===== src/design/pmta_pkg.sv =====
// Package for the program memory table access unit.
// Assumes one core instruction clock; offsets are AXI4-Lite byte addresses.
package pmta_pkg;

  // ****************************************************************
  // Register map
  // ****************************************************************
  localparam logic [7:0] ADDR_PTR_LOW   = 8'h00;
  localparam logic [7:0] ADDR_PTR_HIGH  = 8'h04;
  localparam logic [7:0] ADDR_LATCH     = 8'h08;
  localparam logic [7:0] ADDR_CMD       = 8'h0c;
  localparam logic [7:0] ADDR_STATUS    = 8'h10;
  localparam logic [7:0] ADDR_RDDATA    = 8'h14;
  localparam logic [7:0] ADDR_IRQ       = 8'h18;

  // ****************************************************************
  // Command field positions
  // ****************************************************************
  localparam int CMD_OP_LSB   = 0;
  localparam int CMD_HIGH_BIT = 2;
  localparam int CMD_INC_BIT  = 3;
  localparam int CMD_EXT_BIT  = 4;

  // Irq register fields: enables [3:0], flags [7:4], global disable bit 8
  localparam int IRQ_FLAG_LSB = 4;
  localparam int IRQ_GLD_BIT  = 8;

  // ****************************************************************
  // Reset values and counts
  // ****************************************************************
  localparam logic [15:0] PTR_RESET   = 16'h0000;
  localparam logic [15:0] LATCH_RESET = 16'h0000;
  localparam logic [3:0]  IRQ_RESET   = 4'h0;
  localparam logic [1:0]  SHORT_CYCLES = 2'h2;
  localparam logic [1:0]  AXI_OKAY     = 2'h0;
  localparam logic [1:0]  AXI_SLVERR   = 2'h2;

  typedef enum logic [1:0] {
    OP_NONE       = 2'h0,
    OP_LATCH_WR   = 2'h1,
    OP_TABLE_RD   = 2'h2,
    OP_TABLE_WR   = 2'h3
  } pmta_op_t;

  typedef enum logic [2:0] {
    ST_IDLE   = 3'b000,
    ST_FETCH  = 3'b001,
    ST_SHORT  = 3'b011,
    ST_LONG   = 3'b010,
    ST_DONE   = 3'b110
  } pmta_state_t;

endpackage : pmta_pkg


===== src/design/pmta_sync.sv =====
// Two-flop synchroniser for a bus of pin levels.
// Assumes inputs arrive asynchronously to clk.
`timescale 1ns/1ps
module pmta_sync
  import pmta_pkg::*;
#(
  parameter int W = 1
) (
  input  wire logic         clk,
  input  wire logic         rst,
  input  wire logic [W-1:0] din,
  output logic      [W-1:0] dout
);

  logic [W-1:0] stage1_reg;

  // ****************************************************************
  // Synchroniser
  // ****************************************************************
  always_ff @(posedge clk or posedge rst) begin
    if (rst) begin
      stage1_reg <= '0;
      dout       <= '0;
    end else begin
      stage1_reg <= din;
      dout       <= stage1_reg;
    end
  end

endmodule : pmta_sync


===== src/design/pmta_core.sv =====
// Table read and write unit between 16-bit program memory and 8-bit data.
// Assumes an AXI4-Lite master and a memory answering reads within the cycle.
//
// Decided for this implementation: the AXI4-Lite slave port and the register offsets.
`timescale 1ns/1ps

// Overview of operation
// - Read copies latch byte, then reloads latch
// - Read fetches full word at pointer
// - Pointer increments when increment bit set
// - Internal write starts long write, halting
// - Only reset or enabled flagged source ends
// - Global disable never blocks termination
// - Vector only when global disable clear
// - Core source termination clears top flag
// - Vectoring clears core source flag
// - Pending core interrupt aborts write, clears flag
// - Peripheral flag stays set after vector
// - Disabled globally: peripheral ends, no vector
// - No programming voltage: two cycles, no change
// - External write takes two cycles
// - Separate read and write latches externally
// - First read after pointer load returns stale
// - Write loads latch byte, then writes word
// - Pointer is sixteen bits from two bytes
module pmta_core
  import pmta_pkg::*;
(
  input  wire logic        clk,
  input  wire logic        rst,
  input  wire logic [7:0]  s_axi_awaddr,
  input  wire logic        s_axi_awvalid,
  output logic             s_axi_awready,
  input  wire logic [31:0] s_axi_wdata,
  input  wire logic [3:0]  s_axi_wstrb,
  input  wire logic        s_axi_wvalid,
  output logic             s_axi_wready,
  output logic [1:0]       s_axi_bresp,
  output logic             s_axi_bvalid,
  input  wire logic        s_axi_bready,
  input  wire logic [7:0]  s_axi_araddr,
  input  wire logic        s_axi_arvalid,
  output logic             s_axi_arready,
  output logic [31:0]      s_axi_rdata,
  output logic [1:0]       s_axi_rresp,
  output logic             s_axi_rvalid,
  input  wire logic        s_axi_rready,
  input  wire logic        programmingVoltage,
  input  wire logic [3:0]  irqFlagSet,
  output logic [15:0]      memAddr,
  output logic [15:0]      memWdata,
  input  wire logic [15:0] memRdata,
  output logic             memRd,
  output logic             memWrIntern,
  output logic             memWrExtern,
  output logic             executionHalted,
  output logic             vectorBranch
);

  // ****************************************************************
  // State
  // ****************************************************************
  pmta_state_t state_reg;
  pmta_state_t state_next;
  logic [15:0] ptr_reg;
  logic [15:0] rdLatch_reg;
  logic [15:0] wrLatch_reg;
  logic [7:0]  rdData_reg;
  logic [3:0]  irqEn_reg;
  logic [3:0]  irqFlag_reg;
  logic        glbIntDis_reg;
  logic        incr_reg;
  logic        ext_reg;
  logic [1:0]  cnt_reg;
  logic        awHeld_reg;
  logic        wHeld_reg;
  logic [7:0]  awAddr_reg;
  logic [31:0] wData_reg;
  logic [3:0]  wStrb_reg;
  logic        progVoltSync;

  pmta_sync #(.W(1)) uProgVoltSync (
    .clk  (clk),
    .rst  (rst),
    .din  (programmingVoltage),
    .dout (progVoltSync)
  );

  // Flags 0..2 are core sources by priority, bit 3 peripheral
  function automatic logic [3:0] top_core(input logic [3:0] m);
    if (m[0]) begin
      return 4'h1;
    end else if (m[1]) begin
      return 4'h2;
    end else if (m[2]) begin
      return 4'h4;
    end
    return 4'h0;
  endfunction : top_core

  // ****************************************************************
  // Bus decode
  // ****************************************************************
  wire        wrFire   = awHeld_reg && wHeld_reg && !s_axi_bvalid;
  wire        rdFire   = s_axi_arvalid && s_axi_arready;
  wire        awHeldNext = !wrFire && (awHeld_reg || (s_axi_awvalid && s_axi_awready));
  wire        wHeldNext  = !wrFire && (wHeld_reg || (s_axi_wvalid && s_axi_wready));
  wire        bvalidNext = wrFire || (s_axi_bvalid && !s_axi_bready);
  wire        rvalidNext = rdFire || (s_axi_rvalid && !s_axi_rready);
  wire        idle     = (state_reg == ST_IDLE);
  wire [7:0]  wByte    = wData_reg[7:0];
  wire        wLane0   = wStrb_reg[0];
  wire        hitLow   = wrFire && wLane0 && (awAddr_reg == ADDR_PTR_LOW);
  wire        hitHigh  = wrFire && wLane0 && (awAddr_reg == ADDR_PTR_HIGH);
  wire        hitLatch = wrFire && wLane0 && (awAddr_reg == ADDR_LATCH);
  wire        hitCmd   = wrFire && wLane0 && (awAddr_reg == ADDR_CMD) && idle;
  wire        hitIrq   = wrFire && (awAddr_reg == ADDR_IRQ);
  wire        wrMapped = (awAddr_reg == ADDR_PTR_LOW) || (awAddr_reg == ADDR_PTR_HIGH)
                      || (awAddr_reg == ADDR_LATCH) || (awAddr_reg == ADDR_CMD)
                      || (awAddr_reg == ADDR_IRQ);
  wire [1:0]  cmdOp    = wByte[CMD_OP_LSB +: 2];
  wire        cmdHigh  = wByte[CMD_HIGH_BIT];
  wire        cmdExt   = wByte[CMD_EXT_BIT];
  wire [3:0]  active   = irqEn_reg & irqFlag_reg;
  wire        coreHit  = |active[2:0];
  wire        terminate = |active;
  wire [3:0]  coreClr  = top_core(active);
  wire        startRd  = hitCmd && (cmdOp == OP_TABLE_RD);
  wire        startWr  = hitCmd && (cmdOp == OP_TABLE_WR);
  wire        abortWr  = startWr && !cmdExt && coreHit;
  wire        longWr   = startWr && !cmdExt && !coreHit && progVoltSync;
  wire [15:0] ptrInc   = ptr_reg + 16'h0001;
  wire        doneStep = (state_reg == ST_DONE);
  wire        endLong  = (state_reg == ST_LONG) && terminate;
  wire [15:0] wrWord   = cmdHigh ? {wData_reg[15:8], wrLatch_reg[7:0]}
                                 : {wrLatch_reg[15:8], wData_reg[15:8]};
  wire [31:0] rdMux    =
      (s_axi_araddr == ADDR_PTR_LOW)  ? {24'h000000, ptr_reg[7:0]} :
      (s_axi_araddr == ADDR_PTR_HIGH) ? {24'h000000, ptr_reg[15:8]} :
      (s_axi_araddr == ADDR_LATCH)    ? {16'h0000, wrLatch_reg} :
      (s_axi_araddr == ADDR_STATUS)   ? {29'h0, ext_reg, executionHalted, !idle} :
      (s_axi_araddr == ADDR_RDDATA)   ? {24'h000000, rdData_reg} :
      (s_axi_araddr == ADDR_IRQ)      ? {23'h0, glbIntDis_reg, irqFlag_reg, irqEn_reg} :
      32'h00000000;
  wire        rdMapped = (s_axi_araddr <= ADDR_IRQ) && (s_axi_araddr[1:0] == 2'h0)
                      && (s_axi_araddr != ADDR_CMD);

  // ****************************************************************
  // AXI4-Lite slave
  // ****************************************************************
  always_ff @(posedge clk or posedge rst) begin
    if (rst) begin
      awHeld_reg <= 1'b0;
      wHeld_reg  <= 1'b0;
      awAddr_reg <= 8'h00;
      wData_reg  <= 32'h00000000;
      wStrb_reg  <= 4'h0;
      s_axi_bvalid <= 1'b0;
      s_axi_bresp  <= AXI_OKAY;
      s_axi_rvalid <= 1'b0;
      s_axi_rdata  <= 32'h00000000;
      s_axi_rresp  <= AXI_OKAY;
      s_axi_awready <= 1'b0;
      s_axi_wready  <= 1'b0;
      s_axi_arready <= 1'b0;
    end else begin
      s_axi_awready <= !awHeldNext && !bvalidNext;
      s_axi_wready  <= !wHeldNext && !bvalidNext;
      s_axi_arready <= !rvalidNext;
      if (s_axi_awvalid && s_axi_awready) begin
        awHeld_reg <= 1'b1;
        awAddr_reg <= s_axi_awaddr;
      end
      if (s_axi_wvalid && s_axi_wready) begin
        wHeld_reg <= 1'b1;
        wData_reg <= s_axi_wdata;
        wStrb_reg <= s_axi_wstrb;
      end
      if (wrFire) begin
        awHeld_reg   <= 1'b0;
        wHeld_reg    <= 1'b0;
        s_axi_bvalid <= 1'b1;
        s_axi_bresp  <= wrMapped ? AXI_OKAY : AXI_SLVERR;
      end else if (s_axi_bready) begin
        s_axi_bvalid <= 1'b0;
      end
      if (rdFire) begin
        s_axi_rvalid <= 1'b1;
        s_axi_rdata  <= rdMux;
        s_axi_rresp  <= rdMapped ? AXI_OKAY : AXI_SLVERR;
      end else if (s_axi_rready) begin
        s_axi_rvalid <= 1'b0;
      end
    end
  end

  // ****************************************************************
  // Sequencer
  // ****************************************************************
  always_comb begin
    state_next = state_reg;
    case (state_reg)
      ST_IDLE: begin
        if (startRd) begin
          state_next = ST_FETCH;
        end else if (longWr) begin
          state_next = ST_LONG;
        end else if (startWr && !abortWr) begin
          state_next = ST_SHORT;
        end
      end
      ST_FETCH: state_next = ST_DONE;
      ST_SHORT: state_next = (cnt_reg == SHORT_CYCLES - 2'h1) ? ST_DONE : ST_SHORT;
      ST_LONG:  state_next = terminate ? ST_DONE : ST_LONG;
      ST_DONE:  state_next = ST_IDLE;
      default:  state_next = ST_IDLE;
    endcase
  end

  always_ff @(posedge clk or posedge rst) begin
    if (rst) begin
      state_reg <= ST_IDLE;
      cnt_reg   <= 2'h0;
      incr_reg  <= 1'b0;
      ext_reg   <= 1'b0;
    end else begin
      state_reg <= state_next;
      cnt_reg   <= (state_reg == ST_IDLE) ? 2'h1 : cnt_reg + 2'h1;
      if (hitCmd) begin
        incr_reg <= wByte[CMD_INC_BIT];
        ext_reg  <= cmdExt;
      end
    end
  end

  // ****************************************************************
  // Pointer, latches and read data
  // ****************************************************************
  always_ff @(posedge clk or posedge rst) begin
    if (rst) begin
      ptr_reg     <= PTR_RESET;
      rdLatch_reg <= LATCH_RESET;
      wrLatch_reg <= LATCH_RESET;
      rdData_reg  <= 8'h00;
    end else begin
      if (hitLow) begin
        ptr_reg[7:0] <= wByte;
      end else if (hitHigh) begin
        ptr_reg[15:8] <= wByte;
      end else if (doneStep && incr_reg) begin
        ptr_reg <= ptrInc;
      end
      if (startRd) begin
        rdData_reg <= cmdHigh ? rdLatch_reg[15:8] : rdLatch_reg[7:0];
      end
      if (state_reg == ST_FETCH) begin
        rdLatch_reg <= memRdata;
      end
      if (hitLatch || (hitCmd && cmdOp == OP_LATCH_WR)) begin
        if (cmdHigh && !hitLatch) begin
          wrLatch_reg[15:8] <= wData_reg[15:8];
        end else begin
          wrLatch_reg <= hitLatch ? wData_reg[15:0] : {wrLatch_reg[15:8], wData_reg[15:8]};
        end
      end else if (startWr && !abortWr) begin
        wrLatch_reg <= wrWord;
      end
    end
  end

  // ****************************************************************
  // Interrupt interaction
  // ****************************************************************
  always_ff @(posedge clk or posedge rst) begin
    if (rst) begin
      irqEn_reg    <= IRQ_RESET;
      irqFlag_reg  <= IRQ_RESET;
      glbIntDis_reg <= 1'b0;
      vectorBranch  <= 1'b0;
    end else begin
      vectorBranch <= endLong && !glbIntDis_reg;
      if (hitIrq) begin
        irqEn_reg     <= wData_reg[3:0];
        glbIntDis_reg <= wData_reg[IRQ_GLD_BIT];
      end
      if (abortWr || endLong) begin
        irqFlag_reg <= (irqFlag_reg & ~coreClr) | irqFlagSet;
      end else if (hitIrq) begin
        irqFlag_reg <= (irqFlag_reg & ~wData_reg[IRQ_FLAG_LSB +: 4]) | irqFlagSet;
      end else begin
        irqFlag_reg <= irqFlag_reg | irqFlagSet;
      end
    end
  end

  // ****************************************************************
  // Memory strobes
  // ****************************************************************
  always_ff @(posedge clk or posedge rst) begin
    if (rst) begin
      memAddr         <= 16'h0000;
      memWdata        <= 16'h0000;
      memRd           <= 1'b0;
      memWrIntern     <= 1'b0;
      memWrExtern     <= 1'b0;
      executionHalted <= 1'b0;
    end else begin
      memAddr     <= ptr_reg;
      memWdata    <= startWr ? wrWord : wrLatch_reg;
      memRd       <= startRd;
      memWrIntern <= (state_next == ST_LONG);
      memWrExtern <= (state_reg == ST_SHORT) && ext_reg && (state_next == ST_DONE);
      executionHalted <= (state_next != ST_IDLE);
    end
  end

endmodule : pmta_core


===== config.mk =====
export PLATFORM = sky130hd
export DESIGN_NAME = pmta_core
export DESIGN_NICKNAME = d
export VERILOG_FILES = /design/src/design/pmta_pkg.sv /design/src/design/pmta_sync.sv /design/src/design/pmta_core.sv
export SDC_FILE = /design/constraint.sdc
export NUM_CORES = 1
export LEC_CHECK = 0
export BUFFER_PORTS_ARGS = -buffer_cell sky130_fd_sc_hd__buf_4
export CAP_MARGIN = 20
export CORE_UTILIZATION = 55
export CTS_BUF_LIST = sky130_fd_sc_hd__clkbuf_16
export DETAILED_ROUTE_END_ITERATION = 8
export GPL_ROUTABILITY_DRIVEN = 1
export PLACE_DENSITY = 0.81
export SLEW_MARGIN = 20
export SYNTH_ARGS = -nofsm -noshare
export SYNTH_HDL_FRONTEND = slang
export SYNTH_SLANG_ARGS = --single-unit

===== constraint.sdc =====
create_clock -name clk -period 8.5 [get_ports clk]
set_input_delay 1.275 -clock clk [delete_from_list [all_inputs] [get_ports clk]]
set_output_delay 1.275 -clock clk [all_outputs]
set_load 0.02 [all_outputs]

# Word level (Yosys, flattened, before mapping)
# Cells that the tools add are included.
# W data, S select, Z words.
# word_totals
ff_bits	179
word_cells	190
# op_classes
n_addsub	2
eq_ne	23
n_mux	44
reduce_logical	76
n_bitwise	9
order_cmp	1
# op_table
operator	n
$mux W16	9
$mux W8	6
$logic_and A1 B1 Y1	34
$eq A8 B5 Y1 const B	4
$mux W9	3
$eq A8 B4 Y1 const B	3
$mux W4	6
$add A16 B1 Y16 const B	1
$eq A8 B3 Y1 const B	2
$logic_not A8 Y1	2
$mux W3	5
$logic_not A1 Y1	14
$reduce_bool A2 Y1	7
$and A4 B4 Y4	3
$or A4 B4 Y4	3
$pmux W3 S4	1
$mux W1	11
$logic_or A1 B1 Y1	10
$eq A3 B2 Y1 const B	3
$le A8 B5 Y1 const B	1
$ne A8 B4 Y1 const B	1
$not A4 Y4	2
$reduce_and A2 Y1	4
$eq A3 B3 Y1 const B	2
13 further kinds	18

# Logic depth before layout (Yosys ltp)
# depth
word_depth	16
depth_mapped	8

# Modules after synthesis
# A second synthesis with hierarchy kept.
# hier_totals
hier_cells	633
hier_area_um2	7274.5
# by_module_without_submodules
mod	area_each_um2	n_inst	cells_per_inst
pmta_core	7220.7	1	630
pmta_sync	53.8	1	3

# Worst setup path after synthesis
# No wires, ideal clock.
# synth_timing
kind	input port to flip-flop
startpoint	input port s_axi_araddr[5]
endpoint	register s_axi_rdata[3]
path_buffers	1
arrival_ns	2.838
slack_ns	5.584
cell_stages	5
t_required_ns	8.423
path_cell_list	or4_1 > nor4_1 > clkbuf_1 > a22oi_1 > a21oi_1
# synth_via
elab_chain_cells	7
# synth_lines
item	line	source
start, declared	pmta_core.sv:41	input wire logic [7:0] s_axi_araddr,
$eq A8 B5 Y1	pmta_core.sv:143	(s_axi_araddr == ADDR_IRQ) ? {23'h0, glbIntDis_reg, irqFlag_reg, irqEn_reg} :
$mux W9	pmta_core.sv:143	
$mux W9	pmta_core.sv:142	(s_axi_araddr == ADDR_RDDATA) ? {24'h000000, rdData_reg} :
$mux W9	pmta_core.sv:141	(s_axi_araddr == ADDR_STATUS) ? {29'h0, ext_reg, executionHalted, !idle} :
$mux W16	pmta_core.sv:140	(s_axi_araddr == ADDR_LATCH) ? {16'h0000, wrLatch_reg} :
$mux W16	pmta_core.sv:139	(s_axi_araddr == ADDR_PTR_HIGH) ? {24'h000000, ptr_reg[15:8]} :
$mux W16 *	pmta_core.sv:138	(s_axi_araddr == ADDR_PTR_LOW) ? {24'h000000, ptr_reg[7:0]} :
end signal, assigned	pmta_core.sv:189	s_axi_rdata <= rdMux;
end, declared	pmta_core.sv:44	output logic [31:0] s_axi_rdata,
# Mark *: on every way between the ends. The rest lies on a longest branch, timed or not.
# A chain may end at the register's enable or synchronous reset.

# Worst setup path in the final report
# layout_timing
startpoint	input port s_axi_araddr[4]
endpoint	register s_axi_rdata[8]
# Same word-level chain as after synthesis.

==> metrics.cfg <==
[status]
outcome = finished, final reports clean

[grt]
grt.total_usage = 0.265
overflow = 0
antenna_found_initial = 0
grt_pass1_wl_um = 26500
grt_max_degree = 105
grt_pass1_vias = 5163

[yosys]
yosysSeqAreaShare = 0.553
yosys.area_share.xor_xnor = 0.00842
synth-edff-count = 0
synthArstFlopShare = 1.00
synth_top_family_by_area = multiplexers
yosys_warnings = 0
synth.cell_area_sq_mm = 0.00728
synthFlopType = dfrtp_1
synthCells = 631
ys_ff_latch = 161
synth_compound_area_frac = 0.122
synth_fa_ha_area_frac = 0.00344
synthMuxAreaShare = 0.133
synthDistinctLibCells = 72
yosys.area_share.simple = 0.132
syn_avg_cell_area_sq_um = 11.5

[power]
power.leakage_nw = 4.07
p_clk_frac = 0.323
seq_power_share = 0.486
powerDensity_mw_per_mm2 = 259
p_int_mw = 1.55
vdd_drop_max_mv = 0.203
netSwitchingPower_mw = 0.725
combPwrFrac = 0.191
p_sw_frac = 0.319

[layout]
syn_to_final_growth_pct = 20.7
final_cell_count_no_fill = 925
antenna_cells = 0
mostFrequentLayoutCells = dfrtp_1 (161), buf_4 (122), nand2_1 (76)
drive_gt1_frac = 0.331
fin_nets = 822
final_common_cell = dfrtp_1

[floorplanning]
dieHeight_um = 117
top_level_ports = 158
rows = 41
start_util = 0.570
core_area_sq_mm = 0.0128
dieArea_sq_mm = 0.0137
chipWidth_um = 117

[sta]
skew_ns = 0.0110
min_period_ns = 2.91
drv_slew = 0
rsz0062_at_grt = false
worst_pin_slew_ns = 1.05
post-route-period-util = 0.343
setup_tns_ns = 0
setup-violations-final = 0
slew_headroom = 0.298
clock.fmax_mhz = 343
final_hold_viol_count = 0

[critical_path]
cp-start-kind = primary input
reg2regPathDepth = 5
crit_path_max_fanout = 13
path_class = primary input to flip-flop
cp_slowest_cell = nor4_4
cp_slowest_stage_delay_ns = 0.67
cp.required_ns = 8.82
cp.arrival_ns = 3.23
worstPathCellList = buf_4 -> or4_1 -> nor4_4 -> a32oi_1 -> o21ai_0
endpoint_kind = flip-flop

[cts]
ctsHoldBuffers = 0
cts_resized = 0
cts_tree = yes
cts_root_buffer = clkbuf_16
clkLatencyLatePin_ns = 0.43
h-tree-depth = 4
cts.sinks = 161
cts_setup_buffers = 0
clockBufferDepth = 2
cts.clk_slew.worst_paths_ns = 0.06
numCtsBuffers = 17

[routing]
route.detailed.drc = 0
avgRoutedWirePerCell_um = 18.0
vias = 5321
drtAntennaViolNets = 0
drtIter0Drc = 387
firstDrtPassIters = 5
routed_wl_um = 16700
via_per_inst = 5.75

[placement]
dp.cells = 893
io_buffers = 120
place_hpwl_um = 11600
place.gp.congestion = 0.894

[hold_path]
hold_class = flip-flop to flip-flop
hold_depth = 0

[run]
drv_cap = 0

## kinds of logic (layout without fill, tap and decap cells)
group | count (synthesis) | in the layout
simple gates | 178 | 178
flops | 161 | 161
compound gates | 130 | 130
mux | 88 | 88
buf+inv | 64 | 169
xor+xnor | 7 | 7
fa+ha+maj | 2 | 2
other cells | 1 | 18
## metal layers
layer | track usage | share of wire | up-vias
met2 | 0.422 | 0.48 | 208
met1 | 0.343 | 0.43 | 2605
met3 | 0.0613 | 0.059 | 43
met4 | 0.130 | 0.033 | 0
li1 | - | - | 2465
met5 | 0 | 0 | -
## power by group through the flow
stage               logic [mW]  registers, mW  clock network [mW]
floorplan                0.306           1.05                   0
global placement         0.420           1.11                   0
detailed placement       0.433           1.11                   0
CTS                      0.439           1.10               0.745
global route             0.475           1.12               0.777
finish                   0.435           1.11               0.734
## worst max-delay path: cells and delay by family
family	cells	cell delay, ns
buffers and inverters	1	0.15
and+or+nand+nor	2	1.33
AOI/OAI and AO/OA	2	0.48
## area by class of cell
| type | instances | area [sq um] |
|---|---|---|
| well taps | 172 | 215 |
| clock buffers | 17 | 425 |
| flip-flops and latches | 161 | 4030 |
| repair buffers | 122 | 916 |
| fillers | 945 | 3980 |
| multi-input cells | 423 | 3000 |
| inverters | 15 | 61.3 |
| clock inverters | 15 | 145 |
## per-stage QoR
stage	hold WS [ns]	area, sq um	util	power [mW]	setup slack (ns)
after global routing	0.386	8790	0.688	2.37	5.52
after floorplan	0.331	7350	-	1.36	2.88
after CTS	0.360	8780	0.688	2.28	5.61
after global placement	0.335	8210	0.642	1.53	4.91
final	0.353	8790	0.688	2.27	5.59
after detailed placement	0.343	8210	0.643	1.55	5.24
## synth_stat cells, types with 3 or more instances
library cell	n	area (sq um)
a22o_1	5	43.8
a22oi_1	9	67.6
o21ai_0	41	205
nand3_1	10	50.1
o2bb2a_4	3	60.1
buf_6	4	45.0
nor3b_1	6	45.0
nor4_2	3	37.5
a2111oi_0	3	26.3
and3_1	4	25.0
nand2_1	76	285
o22ai_1	6	37.5
mux2_2	73	822
nor2_1	20	75.1
nor4_1	6	37.5
buf_4	19	143
nor2b_1	6	37.5
dfrtp_1	161	4030
mux2i_1	15	150
a31oi_1	5	31.3
or2_2	3	18.8
a32oi_1	3	26.3
buf_2	4	20.0
nand3b_1	3	22.5
a41oi_1	3	26.3
clkbuf_1	20	75.1
inv_1	15	56.3
nand4_1	7	43.8
a21oi_1	28	140
and2_1	3	18.8
nand2b_1	6	37.5
nor3_1	4	20.0
xor2_1	5	43.8
## worst paths after layout
kind                                           from                 end  slack, ns
max in group asynchronous                       rst       rdData_reg[4]       6.17
min reg2reg                uProgVoltSync.stage1_reg  uProgVoltSync.dout       0.35
min                        uProgVoltSync.stage1_reg  uProgVoltSync.dout       0.35
max                                 s_axi_araddr[4]      s_axi_rdata[8]       5.59
min in group asynchronous                       rst      rdLatch_reg[1]       1.06
max reg2reg                           awAddr_reg[2]          ptr_reg[8]       5.84
(Power assumes the default switching activity.)
